$ cat src/hw/fis_pkg.sv
package fis_pkg;

  // ***************************************************************
  // register map
  // ***************************************************************
  localparam logic [7:0] FIS_ADDR_OUT2_LATCH = 8'h39;
  localparam logic [7:0] FIS_ADDR_HEADSET_LATCH = 8'h3A;
  localparam logic [7:0] FIS_ADDR_THRESH_LATCH = 8'h3B;
  localparam logic [7:0] FIS_ADDR_CLOCK_LIVE = 8'h3C;
  localparam logic [7:0] FIS_ADDR_CHAN_LIVE = 8'h3D;
  localparam logic [7:0] FIS_RESET_VALUE = 8'h00;

  // ***************************************************************
  // field positions
  // ***************************************************************
  // output channel 2 latched register
  localparam int FIS_OUT2_POS_SHORT = 7;
  localparam int FIS_OUT2_NEG_SHORT = 6;
  localparam int FIS_OUT2_POS_DRIVER = 5;
  localparam int FIS_OUT2_NEG_DRIVER = 4;
  localparam int FIS_OUT2_REG_MASK = 1;
  localparam int FIS_OUT2_REG_SHORT = 0;
  // headset latched register
  localparam int FIS_HS_INSERT = 3;
  localparam int FIS_HS_REMOVE = 2;
  localparam int FIS_HS_HOOK = 1;
  // threshold and voice latched register
  localparam int FIS_TV_ABOVE = 7;
  localparam int FIS_TV_BELOW = 6;
  localparam int FIS_TV_VOICE_UP = 5;
  localparam int FIS_TV_VOICE_DOWN = 4;
  // live clock and lock register
  localparam int FIS_LIVE_CLOCK_ERR = 7;
  localparam int FIS_LIVE_PLL_LOCK = 6;
  // live channel summary register
  localparam int FIS_SUM_IN1 = 7;
  localparam int FIS_SUM_IN2 = 6;
  localparam int FIS_SUM_OUT1 = 5;
  localparam int FIS_SUM_OUT2 = 4;

  // number of asynchronous fault and event sources
  localparam int FIS_NUM_SOURCES = 17;

endpackage

$ cat src/hw/fis_fault_status.sv
// Contract
// - positive leg short of output 2 latches bit 7, cleared by reading
// - negative leg short of output 2 latches bit 6, cleared by reading
// - driver virtual-ground faults latch bit 5 (positive), bit 4 (negative)
// - bit 1 of output 2 register is read-write regulator short mask
// - regulator short latches bit 0 of output 2 register, read-cleared
// - headset insertion latches bit 3 of register 0x3A
// - headset removal latches bit 2 of register 0x3A
// - hook button press latches bit 1 of register 0x3A
// - analog input above upper threshold latches bit 7 of 0x3B
// - analog input below lower threshold latches bit 6 of 0x3B
// - voice activity power-up latches bit 5 of 0x3B
// - voice activity power-down latches bit 4 of 0x3B
// - bit 7 of 0x3C shows live clock error, not latched
// - bit 6 of 0x3C shows live lock condition
// - bit 7 of 0x3D is high while input channel 1 faults
// - bit 6 of 0x3D is high while input channel 2 faults
// - bit 5 of 0x3D is high while output channel 1 faults
// - bit 4 of 0x3D is high while output channel 2 faults
// - reserved bits read zero; host writes only zero into them
// - all status registers reset to zero
module fis_fault_status
(
  input wire logic clk_sys,
  input wire logic resetn,
  input wire logic [7:0] regAddr,
  input wire logic regWrEn,
  input wire logic [7:0] regWrData,
  input wire logic regRdEn,
  output logic [7:0] regRdData,
  input wire logic secondOutputPositiveLegShort,
  input wire logic secondOutputNegativeLegShort,
  input wire logic positiveDriverVgFault,
  input wire logic negativeDriverVgFault,
  input wire logic analogRegulatorShort,
  input wire logic headsetInsert,
  input wire logic headsetRemove,
  input wire logic headsetHook,
  input wire logic generalAnalogInputAbove,
  input wire logic generalAnalogInputBelow,
  input wire logic voiceActivityDetectorUp,
  input wire logic voiceActivityDetectorDown,
  input wire logic clockError,
  input wire logic pllLock,
  input wire logic inputCh1Fault,
  input wire logic inputCh2Fault,
  input wire logic outputCh1Fault
);
  import fis_pkg::*;

  // ***************************************************************
  // helpers
  // ***************************************************************
  // set wins over the read clear so an event in the read cycle survives
  function automatic logic [7:0] fis_latch_next(
    input logic [7:0] cur,
    input logic [7:0] setBits,
    input logic clr
  );
    fis_latch_next = (clr ? 8'h00 : cur) | setBits;
  endfunction

  // ***************************************************************
  // source synchroniser
  // ***************************************************************
  logic [FIS_NUM_SOURCES-1:0] srcAsync;
  logic [FIS_NUM_SOURCES-1:0] srcMeta_r;
  logic [FIS_NUM_SOURCES-1:0] srcSync_r;
  logic in1S, in2S, out1S, clkErrS, pllS;
  logic aboveS, belowS, voiceUpS, voiceDownS;
  logic insS, remS, hookS;
  logic posShortS, negShortS, posDrvS, negDrvS, regShortS;

  // all sources come from analog detectors, so they are asynchronous
  assign srcAsync = {inputCh1Fault, inputCh2Fault, outputCh1Fault,
                     clockError, pllLock,
                     generalAnalogInputAbove, generalAnalogInputBelow,
                     voiceActivityDetectorUp, voiceActivityDetectorDown,
                     headsetInsert, headsetRemove, headsetHook,
                     secondOutputPositiveLegShort,
                     secondOutputNegativeLegShort,
                     positiveDriverVgFault, negativeDriverVgFault,
                     analogRegulatorShort};

  // two stages; only the second stage is read by logic
  always_ff @(posedge clk_sys or negedge resetn)
  begin
    if (!resetn)
    begin
      srcMeta_r <= '0;
      srcSync_r <= '0;
    end
    else
    begin
      srcMeta_r <= srcAsync;
      srcSync_r <= srcMeta_r;
    end
  end

  assign {in1S, in2S, out1S, clkErrS, pllS,
          aboveS, belowS, voiceUpS, voiceDownS,
          insS, remS, hookS,
          posShortS, negShortS, posDrvS, negDrvS, regShortS} = srcSync_r;

  // ***************************************************************
  // decode
  // ***************************************************************
  logic rdOut2, rdHeadset, rdThresh, wrOut2;
  logic [7:0] out2Set, headsetSet, threshSet;

  assign rdOut2 = regRdEn && (regAddr == FIS_ADDR_OUT2_LATCH);
  assign rdHeadset = regRdEn && (regAddr == FIS_ADDR_HEADSET_LATCH);
  assign rdThresh = regRdEn && (regAddr == FIS_ADDR_THRESH_LATCH);
  assign wrOut2 = regWrEn && (regAddr == FIS_ADDR_OUT2_LATCH);

  // ***************************************************************
  // latched status
  // ***************************************************************
  logic [7:0] out2Latch_r, out2Latch_nxt;
  logic [7:0] headsetLatch_r, headsetLatch_nxt;
  logic [7:0] threshLatch_r, threshLatch_nxt;
  logic regMask_r, regMask_nxt;

  // leg shorts, driver faults; masked regulator short never latches
  assign out2Set = {posShortS, negShortS, posDrvS, negDrvS, 3'b000,
                    regShortS & ~regMask_r};
  assign headsetSet = {4'h0, insS, remS, hookS, 1'b0};
  assign threshSet = {aboveS, belowS, voiceUpS, voiceDownS,
                      4'h0};

  // read-to-clear on each latched register
  assign out2Latch_nxt = fis_latch_next(out2Latch_r, out2Set,
                                        rdOut2);
  assign headsetLatch_nxt = fis_latch_next(headsetLatch_r, headsetSet,
                                           rdHeadset);
  assign threshLatch_nxt = fis_latch_next(threshLatch_r, threshSet,
                                          rdThresh);
  // only the mask bit takes written data
  assign regMask_nxt = wrOut2 ? regWrData[FIS_OUT2_REG_MASK]
                              : regMask_r;

  always_ff @(posedge clk_sys or negedge resetn)
  begin
    if (!resetn)
    begin
      out2Latch_r <= FIS_RESET_VALUE;
      headsetLatch_r <= FIS_RESET_VALUE;
      threshLatch_r <= FIS_RESET_VALUE;
      regMask_r <= 1'b0;
    end
    else
    begin
      out2Latch_r <= out2Latch_nxt;
      headsetLatch_r <= headsetLatch_nxt;
      threshLatch_r <= threshLatch_nxt;
      regMask_r <= regMask_nxt;
    end
  end

  // ***************************************************************
  // live status and read mux
  // ***************************************************************
  logic out2Any;
  logic [7:0] out2View, clockLive, chanLive, rdMux;
  logic [7:0] regRdData_r;

  // summary uses raw regulator short: the mask hides latching only
  assign out2Any = posShortS | negShortS | posDrvS | negDrvS
                   | regShortS;
  assign out2View = out2Latch_r
                    | {6'h00, regMask_r, 1'b0};
  assign clockLive = {clkErrS, pllS, 6'h00};
  assign chanLive = {in1S, in2S, out1S, out2Any,
                     4'h0};
  // unmapped addresses read as zero
  assign rdMux = (regAddr == FIS_ADDR_OUT2_LATCH) ? out2View :
                 (regAddr == FIS_ADDR_HEADSET_LATCH) ? headsetLatch_r :
                 (regAddr == FIS_ADDR_THRESH_LATCH) ? threshLatch_r :
                 (regAddr == FIS_ADDR_CLOCK_LIVE) ? clockLive :
                 (regAddr == FIS_ADDR_CHAN_LIVE) ? chanLive :
                 FIS_RESET_VALUE;

  // read data is captured before the clear takes effect
  always_ff @(posedge clk_sys or negedge resetn)
  begin
    if (!resetn)
      regRdData_r <= FIS_RESET_VALUE;
    else if (regRdEn)
      regRdData_r <= rdMux;
  end

  assign regRdData = regRdData_r;
endmodule

$ cat config.mk
export PLATFORM = sky130hd
export DESIGN_NAME = fis_fault_status
export DESIGN_NICKNAME = d
export VERILOG_FILES = /design/src/hw/fis_pkg.sv /design/src/hw/fis_fault_status.sv
export SDC_FILE = /design/constraint.sdc
export NUM_CORES = 1
export LEC_CHECK = 0
export BUFFER_PORTS_ARGS = -buffer_cell sky130_fd_sc_hd__buf_2
export CORE_UTILIZATION = 51
export DETAILED_ROUTE_END_ITERATION = 16
export PLACE_DENSITY = 0.85
export SLEW_MARGIN = 20
export SYNTH_ARGS = -nofsm -noshare
export SYNTH_HDL_FRONTEND = slang
export SYNTH_SLANG_ARGS = --single-unit
$ cat constraint.sdc
create_clock -name clk_sys -period 1.3 [get_ports clk_sys]
set_clock_uncertainty 0.05 [all_clocks]
set_input_delay 0 -clock clk_sys [delete_from_list [all_inputs] [get_ports clk_sys]]
set_output_delay 0 -clock clk_sys [all_outputs]
set_load 0.1 [all_outputs]
Word-level counts from Yosys, hierarchy flattened:

Cells that the tools add are included.

* add/subtract/negate cells: 0
* multipliers: 0
* divide/modulo/power cells: 0
* magnitude comparators: 0
* equal/unequal tests: 5
* shift operators: 0
* muxes and demuxes: 8
* bitwise logic cells: 10
* reductions and logical operators: 4

Operators by type and width (count)
* 2-to-1 mux 8 bit: 8
* equality test 8 x 6 -> 1 bit (second input constant): 5
* OR 8 bit: 2
* OR 8 x 2 -> 8 bit: 1
* OR 8 x 4 -> 8 bit: 1
* logical AND 1 bit: 4
* OR 1 bit: 4
* AND 1 bit: 1
* NOT 1 bit: 1

* register bits after elaboration: 67
* bits in latches: 0
* bits in writable memories: 0
* memory bits (read-only): 0
* input port bits: 37
* output and inout bits: 8
* logic and storage cells: 34
* memories: 0

Logic depth before layout (Yosys ltp):

Gate-level depths: netlist (run 1).

* depth after elaboration: 9
* depth in mapped cells: 5
* depth with buffers taken out: 4

Worst setup path before layout (run 1):

Ideal clock, no wire load.

* path type: register -> register
* start point: reg, netlist name regRdData[6]
* end point: reg regRdData_r[6] (netlist: regRdData[6])
* library setup time: 0.091 ns
* arrival time: 1.159 ns
* data required time: 1.159 ns
* path slack: 0.000 ns
* stages on the path, launching flop included: 3
* path buffers: 0
* clock period less this slack: 1.300 ns
* cell sequence: dfrtp_1 > inv_1 > o221ai_1

RTL lines
* end signal, assigned: RTL line fis_fault_status.sv:189 `regRdData_r <= rdMux;`
* end, declared: RTL line fis_fault_status.sv:165 `logic [7:0] regRdData_r;`

Worst setup path after layout (run 1):

* start point: reg threshLatch_r[6]
* end point: reg regRdData_r[6] (netlist: regRdData[6])

* longest elaborated chain between the ends: 3

RTL lines
* start, declared: RTL line fis_fault_status.sv:121 `logic [7:0] threshLatch_r, threshLatch_nxt;`
* start signal, assigned: RTL line fis_fault_status.sv:155 `threshLatch_r <= threshLatch_nxt;`
* 2-to-1 mux 8 bit: RTL line fis_fault_status.sv:178 `(regAddr == FIS_ADDR_THRESH_LATCH) ? threshLatch_r :`
* 2-to-1 mux 8 bit: RTL line fis_fault_status.sv:177 `(regAddr == FIS_ADDR_HEADSET_LATCH) ? headsetLatch_r :`
* 2-to-1 mux 8 bit: RTL line fis_fault_status.sv:176 `assign rdMux = (regAddr == FIS_ADDR_OUT2_LATCH) ? out2View :`

No other way between the ends.
A chain may end at the register's enable or synchronous reset.

==> results.ini, run 1 <==
[status]
status=finished, final reports clean

[timing]
slew_viol_final=0
setup_viol=0
worstMarginPinSlew_ns=0.585
finalSetupTns_ns=0
fin_crit_ns=1.29
max_freq_ghz=0.775
post-route-period-util_pct=99.3
relSlewSlack_pct=60.7
hold_viol=0
grt_setup_unrepaired=yes

[pwr]
powerDensity_nw_per_um2=1160
peakVddDrop_mv=0.790
p_leak_nw=1.15

[synthesis]
mappedNetlistNets=158
yosys_warnings=0
synth_area_sq_um=1820
synth_top_area_share_pct=75.5
synthFlopType=dfrtp_1
ys_seq_area_share_pct=75.5
synthesis.instances=121
synthArstFlopShare_pct=100
ys_seq_elements=55
synth_top_cell_by_area=dfrtp_1
ys_types=29
avgSynthCellArea_sq_um=15.1
synth_edf_count=0
synth_area_leaders=dfrtp_1, a21o_1, inv_1, o2bb2ai_1, o221ai_1

[floorplan]
fp.dieH_um=61.8
die_x_um=61.8
rows=21
dieArea_sq_um=3820
io_pins=45
core_sq_um=3390
initial_core_util_pct=53.8

[layout]
area_growth_pct=35.6
antenna_cells=0
final_cells=241
final_area_sq_um=2470
drive_gt1_share_pct=29.2
fill_cells=202
final_nets=232
layout_common_cells=dfrtp_1, buf_2, dlygate4sd3_1
layout_commonest_cell=dfrtp_1

[routing]
routedWlPerCell_um=14.8
vias=1252
totalWireLength_um=3560
ant_nets=0
dr.first_iter.drc_count=28
drc=0
first_pass_iters=4
vias_per_cell=5.20

[setup_path]
slowest_delay_ns=0.42
path_class=reg2reg
required_ns=1.48
arrival_ns=1.47
worst_setup_path_end_kind=flip-flop
worstRegToRegCells=3
crit_chain=and3_1 > o311ai_2 > o221ai_2
cp_top_family=compound AO/OA/AOI/OAI gates
r2r_start=threshLatch_r[6]$_DFF_PN0_
r2r-end=regRdData[6]$_DFFE_PN0P_
critPathMaxFanout=2
critical_path_buf_inv_count=0
cp_slowest_cell=dfrtp_1
r2r_setup_slack_ns=0.009
cp-start-kind=flip-flop

[global_routing]
grt_overflow_total=0
grt_pass1_vias=1275
grt_pass1_wl_um=5460
grt_max_degree=56
grtUsageTotal_pct=21.7
antenna_found_initial=0

[place]
placedCellCount=205
io_buffers=37
gp_congestion=0.861
dpl.hpwl_um=2210
placed_cell_area_sq_um=2090

[min_path]
min_from=regRdEn
whs_path_depth=3
whs_endpoint=regRdData[5]$_DFFE_PN0P_
hold_class=in2reg

[clock_network]
htreeDepth=2
cts_setup_buffers=0
max-clock-path-buffers=2
cts_buffers=5
cts_root_buf=clkbuf_4
insertion_delay_ns=0.36
cts_sinks=55
clk_pin_slew_ns=0.13
tritoncts=built

[job]
drv_cap=0

worst max-delay path by stage:
stage / depth (start not counted) / endpoint / slack, ns / startpoint
6_report: 3 / regRdData[6]$_DFFE_PN0P_ / 0.009 / threshLatch_r[6]$_DFF_PN0_
3_5_place_dp: 5 / regRdData[6]$_DFFE_PN0P_ / -0.09 / regAddr[6]
3_3_place_gp: 5 / regRdData[6]$_DFFE_PN0P_ / 0.07 / regAddr[6]
5_1_grt: 3 / regRdData[6]$_DFFE_PN0P_ / -0.01 / threshLatch_r[6]$_DFF_PN0_
2_1_floorplan: 2 / regRdData[5]$_DFFE_PN0P_ / 0.02 / regRdData[5]$_DFFE_PN0P_
4_1_cts: 3 / regRdData[6]$_DFFE_PN0P_ / 0.02 / threshLatch_r[6]$_DFF_PN0_
cells by family (layout without fill, tap and decap cells):
group / count (synthesis) / in the layout / synth area share, %
AO/OA/AOI/OAI: 29 / 29 / 12.0
buffers and inverters: 12 / 86 / 2.54
flip-flops: 55 / 55 / 75.5
multiplexers: 3 / 3 / 1.72
AND/OR/NAND/NOR: 22 / 22 / 8.24
area by class of cell:
cell class | count | area [sq um] | area share, %
Sequential cell | 55 | 1380 | 55.8
Timing Repair Buffer | 68 | 503 | 20.4
Multi-Input combinational cell | 54 | 419 | 17.0
Tap cell | 46 | 57.6 | 2.33
Clock buffer | 6 | 41.3 | 1.67
Inverter | 11 | 41.3 | 1.67
Clock inverter | 1 | 30.0 | 1.22
worst min-delay path, stage by stage:
cell	delay [ns]
buf_2	0.13
nand3_2	0.19
o21ai_0	0.11
stage by stage:
step	worst slack, ns	util, %	hold slack, ns	total power, W
after floorplan	0.0171	-	-0.346	0.00187
after global placement	0.0651	61.7	-0.0468	0.00197
after detailed placement	-0.0935	61.7	-0.0399	0.00198
after CTS	0.0194	72.6	0.00375	0.00289
after global routing	-0.0124	72.9	0.0567	0.00299
final	0.00889	72.9	0.0529	0.00286
power breakdown:
| group | internal [W] | leakage (nW) | switching (W) |
|---|---|---|---|
| sequential | 0.00177 | 0.623 | 0.0000216 |
| clock | 0.000397 | 0.0383 | 0.000454 |
| combinational | 0.000110 | 0.489 | 0.000111 |
| total | 0.00227 | 1.15 | 0.000586 |
metal layers:
layer / global-route usage [%] / up-vias / part of all wire, %
li1: - / 568 / -
met1: 21.2 / 622 / 37
met2: 38.2 / 47 / 55
met3: 7.45 / 15 / 4.5
met4: 15.2 / 0 / 3.5
met5: 0 / - / 0
cell usage after synthesis, types with 2 or more instances:
library cell,n
inv_1,10
o311ai_1,2
nor2_1,2
nand3_1,2
o21ai_0,3
dfrtp_1,55
a21oi_1,2
a21o_1,11
o221ai_1,3
nand2_1,4
nor2b_1,3
nor3_1,3
o2bb2ai_1,4
mux2i_1,2
repair_timing:
| action | in CTS | in global routing |
|---|---|---|
| hold endpoints to repair | 84 | 0 |
| hold buffers | 29 | 0 |
| gates resized for setup | 1 | 2 |
| endpoints found under the setup margin | 1 | 5 |
flip-flops by register name (all words and copies together), names as in the netlist:
register	cells
headsetLatch_r	3
out2Latch_r	5
regMask_r	1
regRdData	8
srcMeta_r	17
srcSync_r	17
threshLatch_r	4
No activity file was read; power rests on OpenSTA's default activity.
==> inputs of run 2 (changes only) <==
==> constraint.sdc (replaced) <==
create_clock -name clk_sys -period 1.3 [get_ports clk_sys]
set_clock_uncertainty 0.05 [all_clocks]
set_input_delay 0.065 -clock clk_sys [delete_from_list [all_inputs] [get_ports clk_sys]]
set_output_delay 0.065 -clock clk_sys [all_outputs]
set_load 0.1 [all_outputs]
==> results.ini, run 2 (same netlist as run 1, synthesis figures left out) <==
[setup_path]
arrival_ns=1.51  ; was 1.47 ns
path_class=in2reg  ; was reg2reg
critPathMaxFanout=4  ; was 2
path_depth=5  ; was 3
critical_path_buf_inv_count=2  ; was 0
cp_top_family=buffers and inverters  ; was compound AO/OA/AOI/OAI gates
slowest_delay_ns=0.59  ; was 0.42 ns
r2r_start=threshLatch_r[6]$_DFF_PN0_  ; unchanged
required_ns=1.53  ; was 1.48 ns
worstRegToRegCells=3  ; unchanged
cp-start-kind=input port  ; was flip-flop
worstSetupStartpoint=regAddr[6]  ; was threshLatch_r[6]$_DFF_PN0_
cp_slowest_cell=dlygate4sd3_1  ; was dfrtp_1
worst_setup_path_end_kind=flip-flop  ; unchanged
crit_chain=buf_2 > nand4b_4 > or3_4 > dlygate4sd3_1 > o31ai_2  ; was and3_1 > o311ai_2 > o221ai_2

[status]
status=finished, final reports clean  ; unchanged

[floorplan]
die_x_um=61.8  ; unchanged
dieArea_sq_um=3820  ; unchanged
io_pins=45  ; unchanged
core_sq_um=3390  ; unchanged
rows=21  ; unchanged
fp.dieH_um=61.8  ; unchanged
initial_core_util_pct=53.8  ; unchanged

[global_routing]
grt_max_degree=56  ; unchanged
grt_pass1_wl_um=5090  ; was 5460 um
grtUsageTotal_pct=19.3  ; was 21.7%
grt_overflow_total=0  ; unchanged
grt_pass1_vias=1224  ; was 1275
antenna_found_initial=0  ; unchanged

[timing]
setup_viol=0  ; unchanged
worstMarginPinSlew_ns=0.305  ; was 0.585 ns
hold_viol=0  ; unchanged
relSlewSlack_pct=79.8  ; was 60.7%
post-route-period-util_pct=98.8  ; was 99.3%
fin_crit_ns=1.28  ; was 1.29 ns
slew_viol_final=0  ; unchanged
max_freq_ghz=0.779  ; was 0.775 GHz
grt_setup_unrepaired=no  ; was yes
fin_hold_ws_ns=0.0133  ; was 0.0529 ns

[layout]
seq_area_sq_um=1380  ; unchanged
layout_commonest_cell=dfrtp_1  ; unchanged
area_growth_pct=31.9  ; was 35.6%
drive_gt1_share_pct=30.4  ; was 29.2%
final_util_pct=70.9  ; was 72.9%
antenna_cells=0  ; unchanged
final_nets=227  ; was 232
fill_cells=223  ; was 202
layout_common_cells=dfrtp_1, buf_2, dlygate4sd3_1  ; unchanged
multi_input_area_sq_um=405  ; was 419 sq um

[routing]
ant_nets=0  ; unchanged
routedWlPerCell_um=13.4  ; was 14.8 um
vias=1188  ; was 1252
vias_per_cell=5.01  ; was 5.20
totalWireLength_um=3180  ; was 3560 um
drc=0  ; unchanged
dr.first_iter.drc_count=50  ; was 28
first_pass_iters=4  ; unchanged

[pwr]
p_leak_nw=1.12  ; was 1.15 nW
powerDensity_nw_per_um2=1110  ; was 1160 nW/um^2
total_power_w=0.00268  ; was 0.00286 W
p_seq_share_pct=66.7  ; was 62.5%
switching_share_pct=22.3  ; was 20.5%
p_comb_share_pct=7.8  ; was 7.7%
internal-power_w=0.00208  ; was 0.00227 W
peakVddDrop_mv=0.794  ; was 0.790 mV
p_sw_w=0.000597  ; was 0.000586 W
clockPowerShare_pct=25.5  ; was 29.7%

[clock_network]
htreeDepth=2  ; unchanged
tritoncts=built  ; unchanged
cts_root_buf=clkbuf_4  ; unchanged
cts_setup_buffers=0  ; unchanged
cts_sinks=55  ; unchanged
max-clock-path-buffers=2  ; unchanged
clk_pin_slew_ns=0.15  ; was 0.13 ns
insertion_delay_ns=0.36  ; about the same
cts_buffers=5  ; unchanged

[min_path]
min_from=regRdEn  ; unchanged
whs_path_depth=2  ; was 3
hold_class=in2reg  ; unchanged

[place]
gp_congestion=0.855  ; was 0.861
io_buffers=37  ; unchanged
dpl.hpwl_um=2140  ; was 2210 um

[job]
drv_cap=0  ; unchanged

-- run 2: area by class of cell --
type | count | area share, %
well taps | 46 | 2.39
flip-flops and latches | 55 | 57.3
inverters | 11 | 1.72
clock buffers | 6 | 1.72
multi-input cells | 54 | 16.9
repair buffers | 63 | 19.5
clock inverters | 2 | 0.520
-- run 2: worst paths after layout --
check	endpoint	slack [ns]
setup / recovery	regRdData[1]$_DFFE_PN0P_	0.02
hold / removal	regRdData[6]$_DFFE_PN0P_	0.01
setup reg to reg	regRdData[6]$_DFFE_PN0P_	0.07
hold reg to reg	srcSync_r[14]$_DFF_PN0_	0.31
max in group asynchronous	regRdData[6]$_DFFE_PN0P_	0.78
min in group asynchronous	regRdData[5]$_DFFE_PN0P_	0.17
-- run 2: stage by stage --
step / area, sq um / worst slack, ns / std cells / TNS [ns]
4_1_cts: 2380 / 0.00147 / 237 / 0
2_1_floorplan: 1830 / 0.0171 / 121 / 0
3_3_place_gp: 2110 / -0.000146 / 207 / -0.000146
3_5_place_dp: 2110 / -0.122 / 207 / -0.170
6_report: 2400 / 0.0159 / 237 / 0
5_1_grt: 2400 / 0.0100 / 237 / 0
-- run 2: power by group through the flow --
stage / Sequential, W / Clock [W] / Combinational [W]
after CTS: 0.00179 / 0.000715 / 0.000209
after global placement: 0.00182 / 0 / 0.000153
final: 0.00179 / 0.000682 / 0.000209
after global routing: 0.00179 / 0.000798 / 0.000232
after floorplan: 0.00183 / 0 / 0.0000409
after detailed placement: 0.00182 / 0 / 0.000160
-- run 2: worst register-to-register path, cell delays in order, from the launching register on --
cell	delay, ns
dfrtp_1	0.42
and3_1	0.18
o311ai_1	0.26
o221ai_1	0.18
-- run 2: repair_timing --
action / in CTS / in global routing
hold buffers: 22 / 0
endpoints found under the setup margin: 1 / 8
resized for setup: 1 / 8
endpoints found under the hold margin: 75 / 0
pin swaps: 0 / 0
-- run 2: routing by layer --
metal	share of wire (%)	global-route usage [%]
met5	0	0
met4	2.4	13.3
met1	41	22.2
met2	53	32.0
met3	3.6	4.97
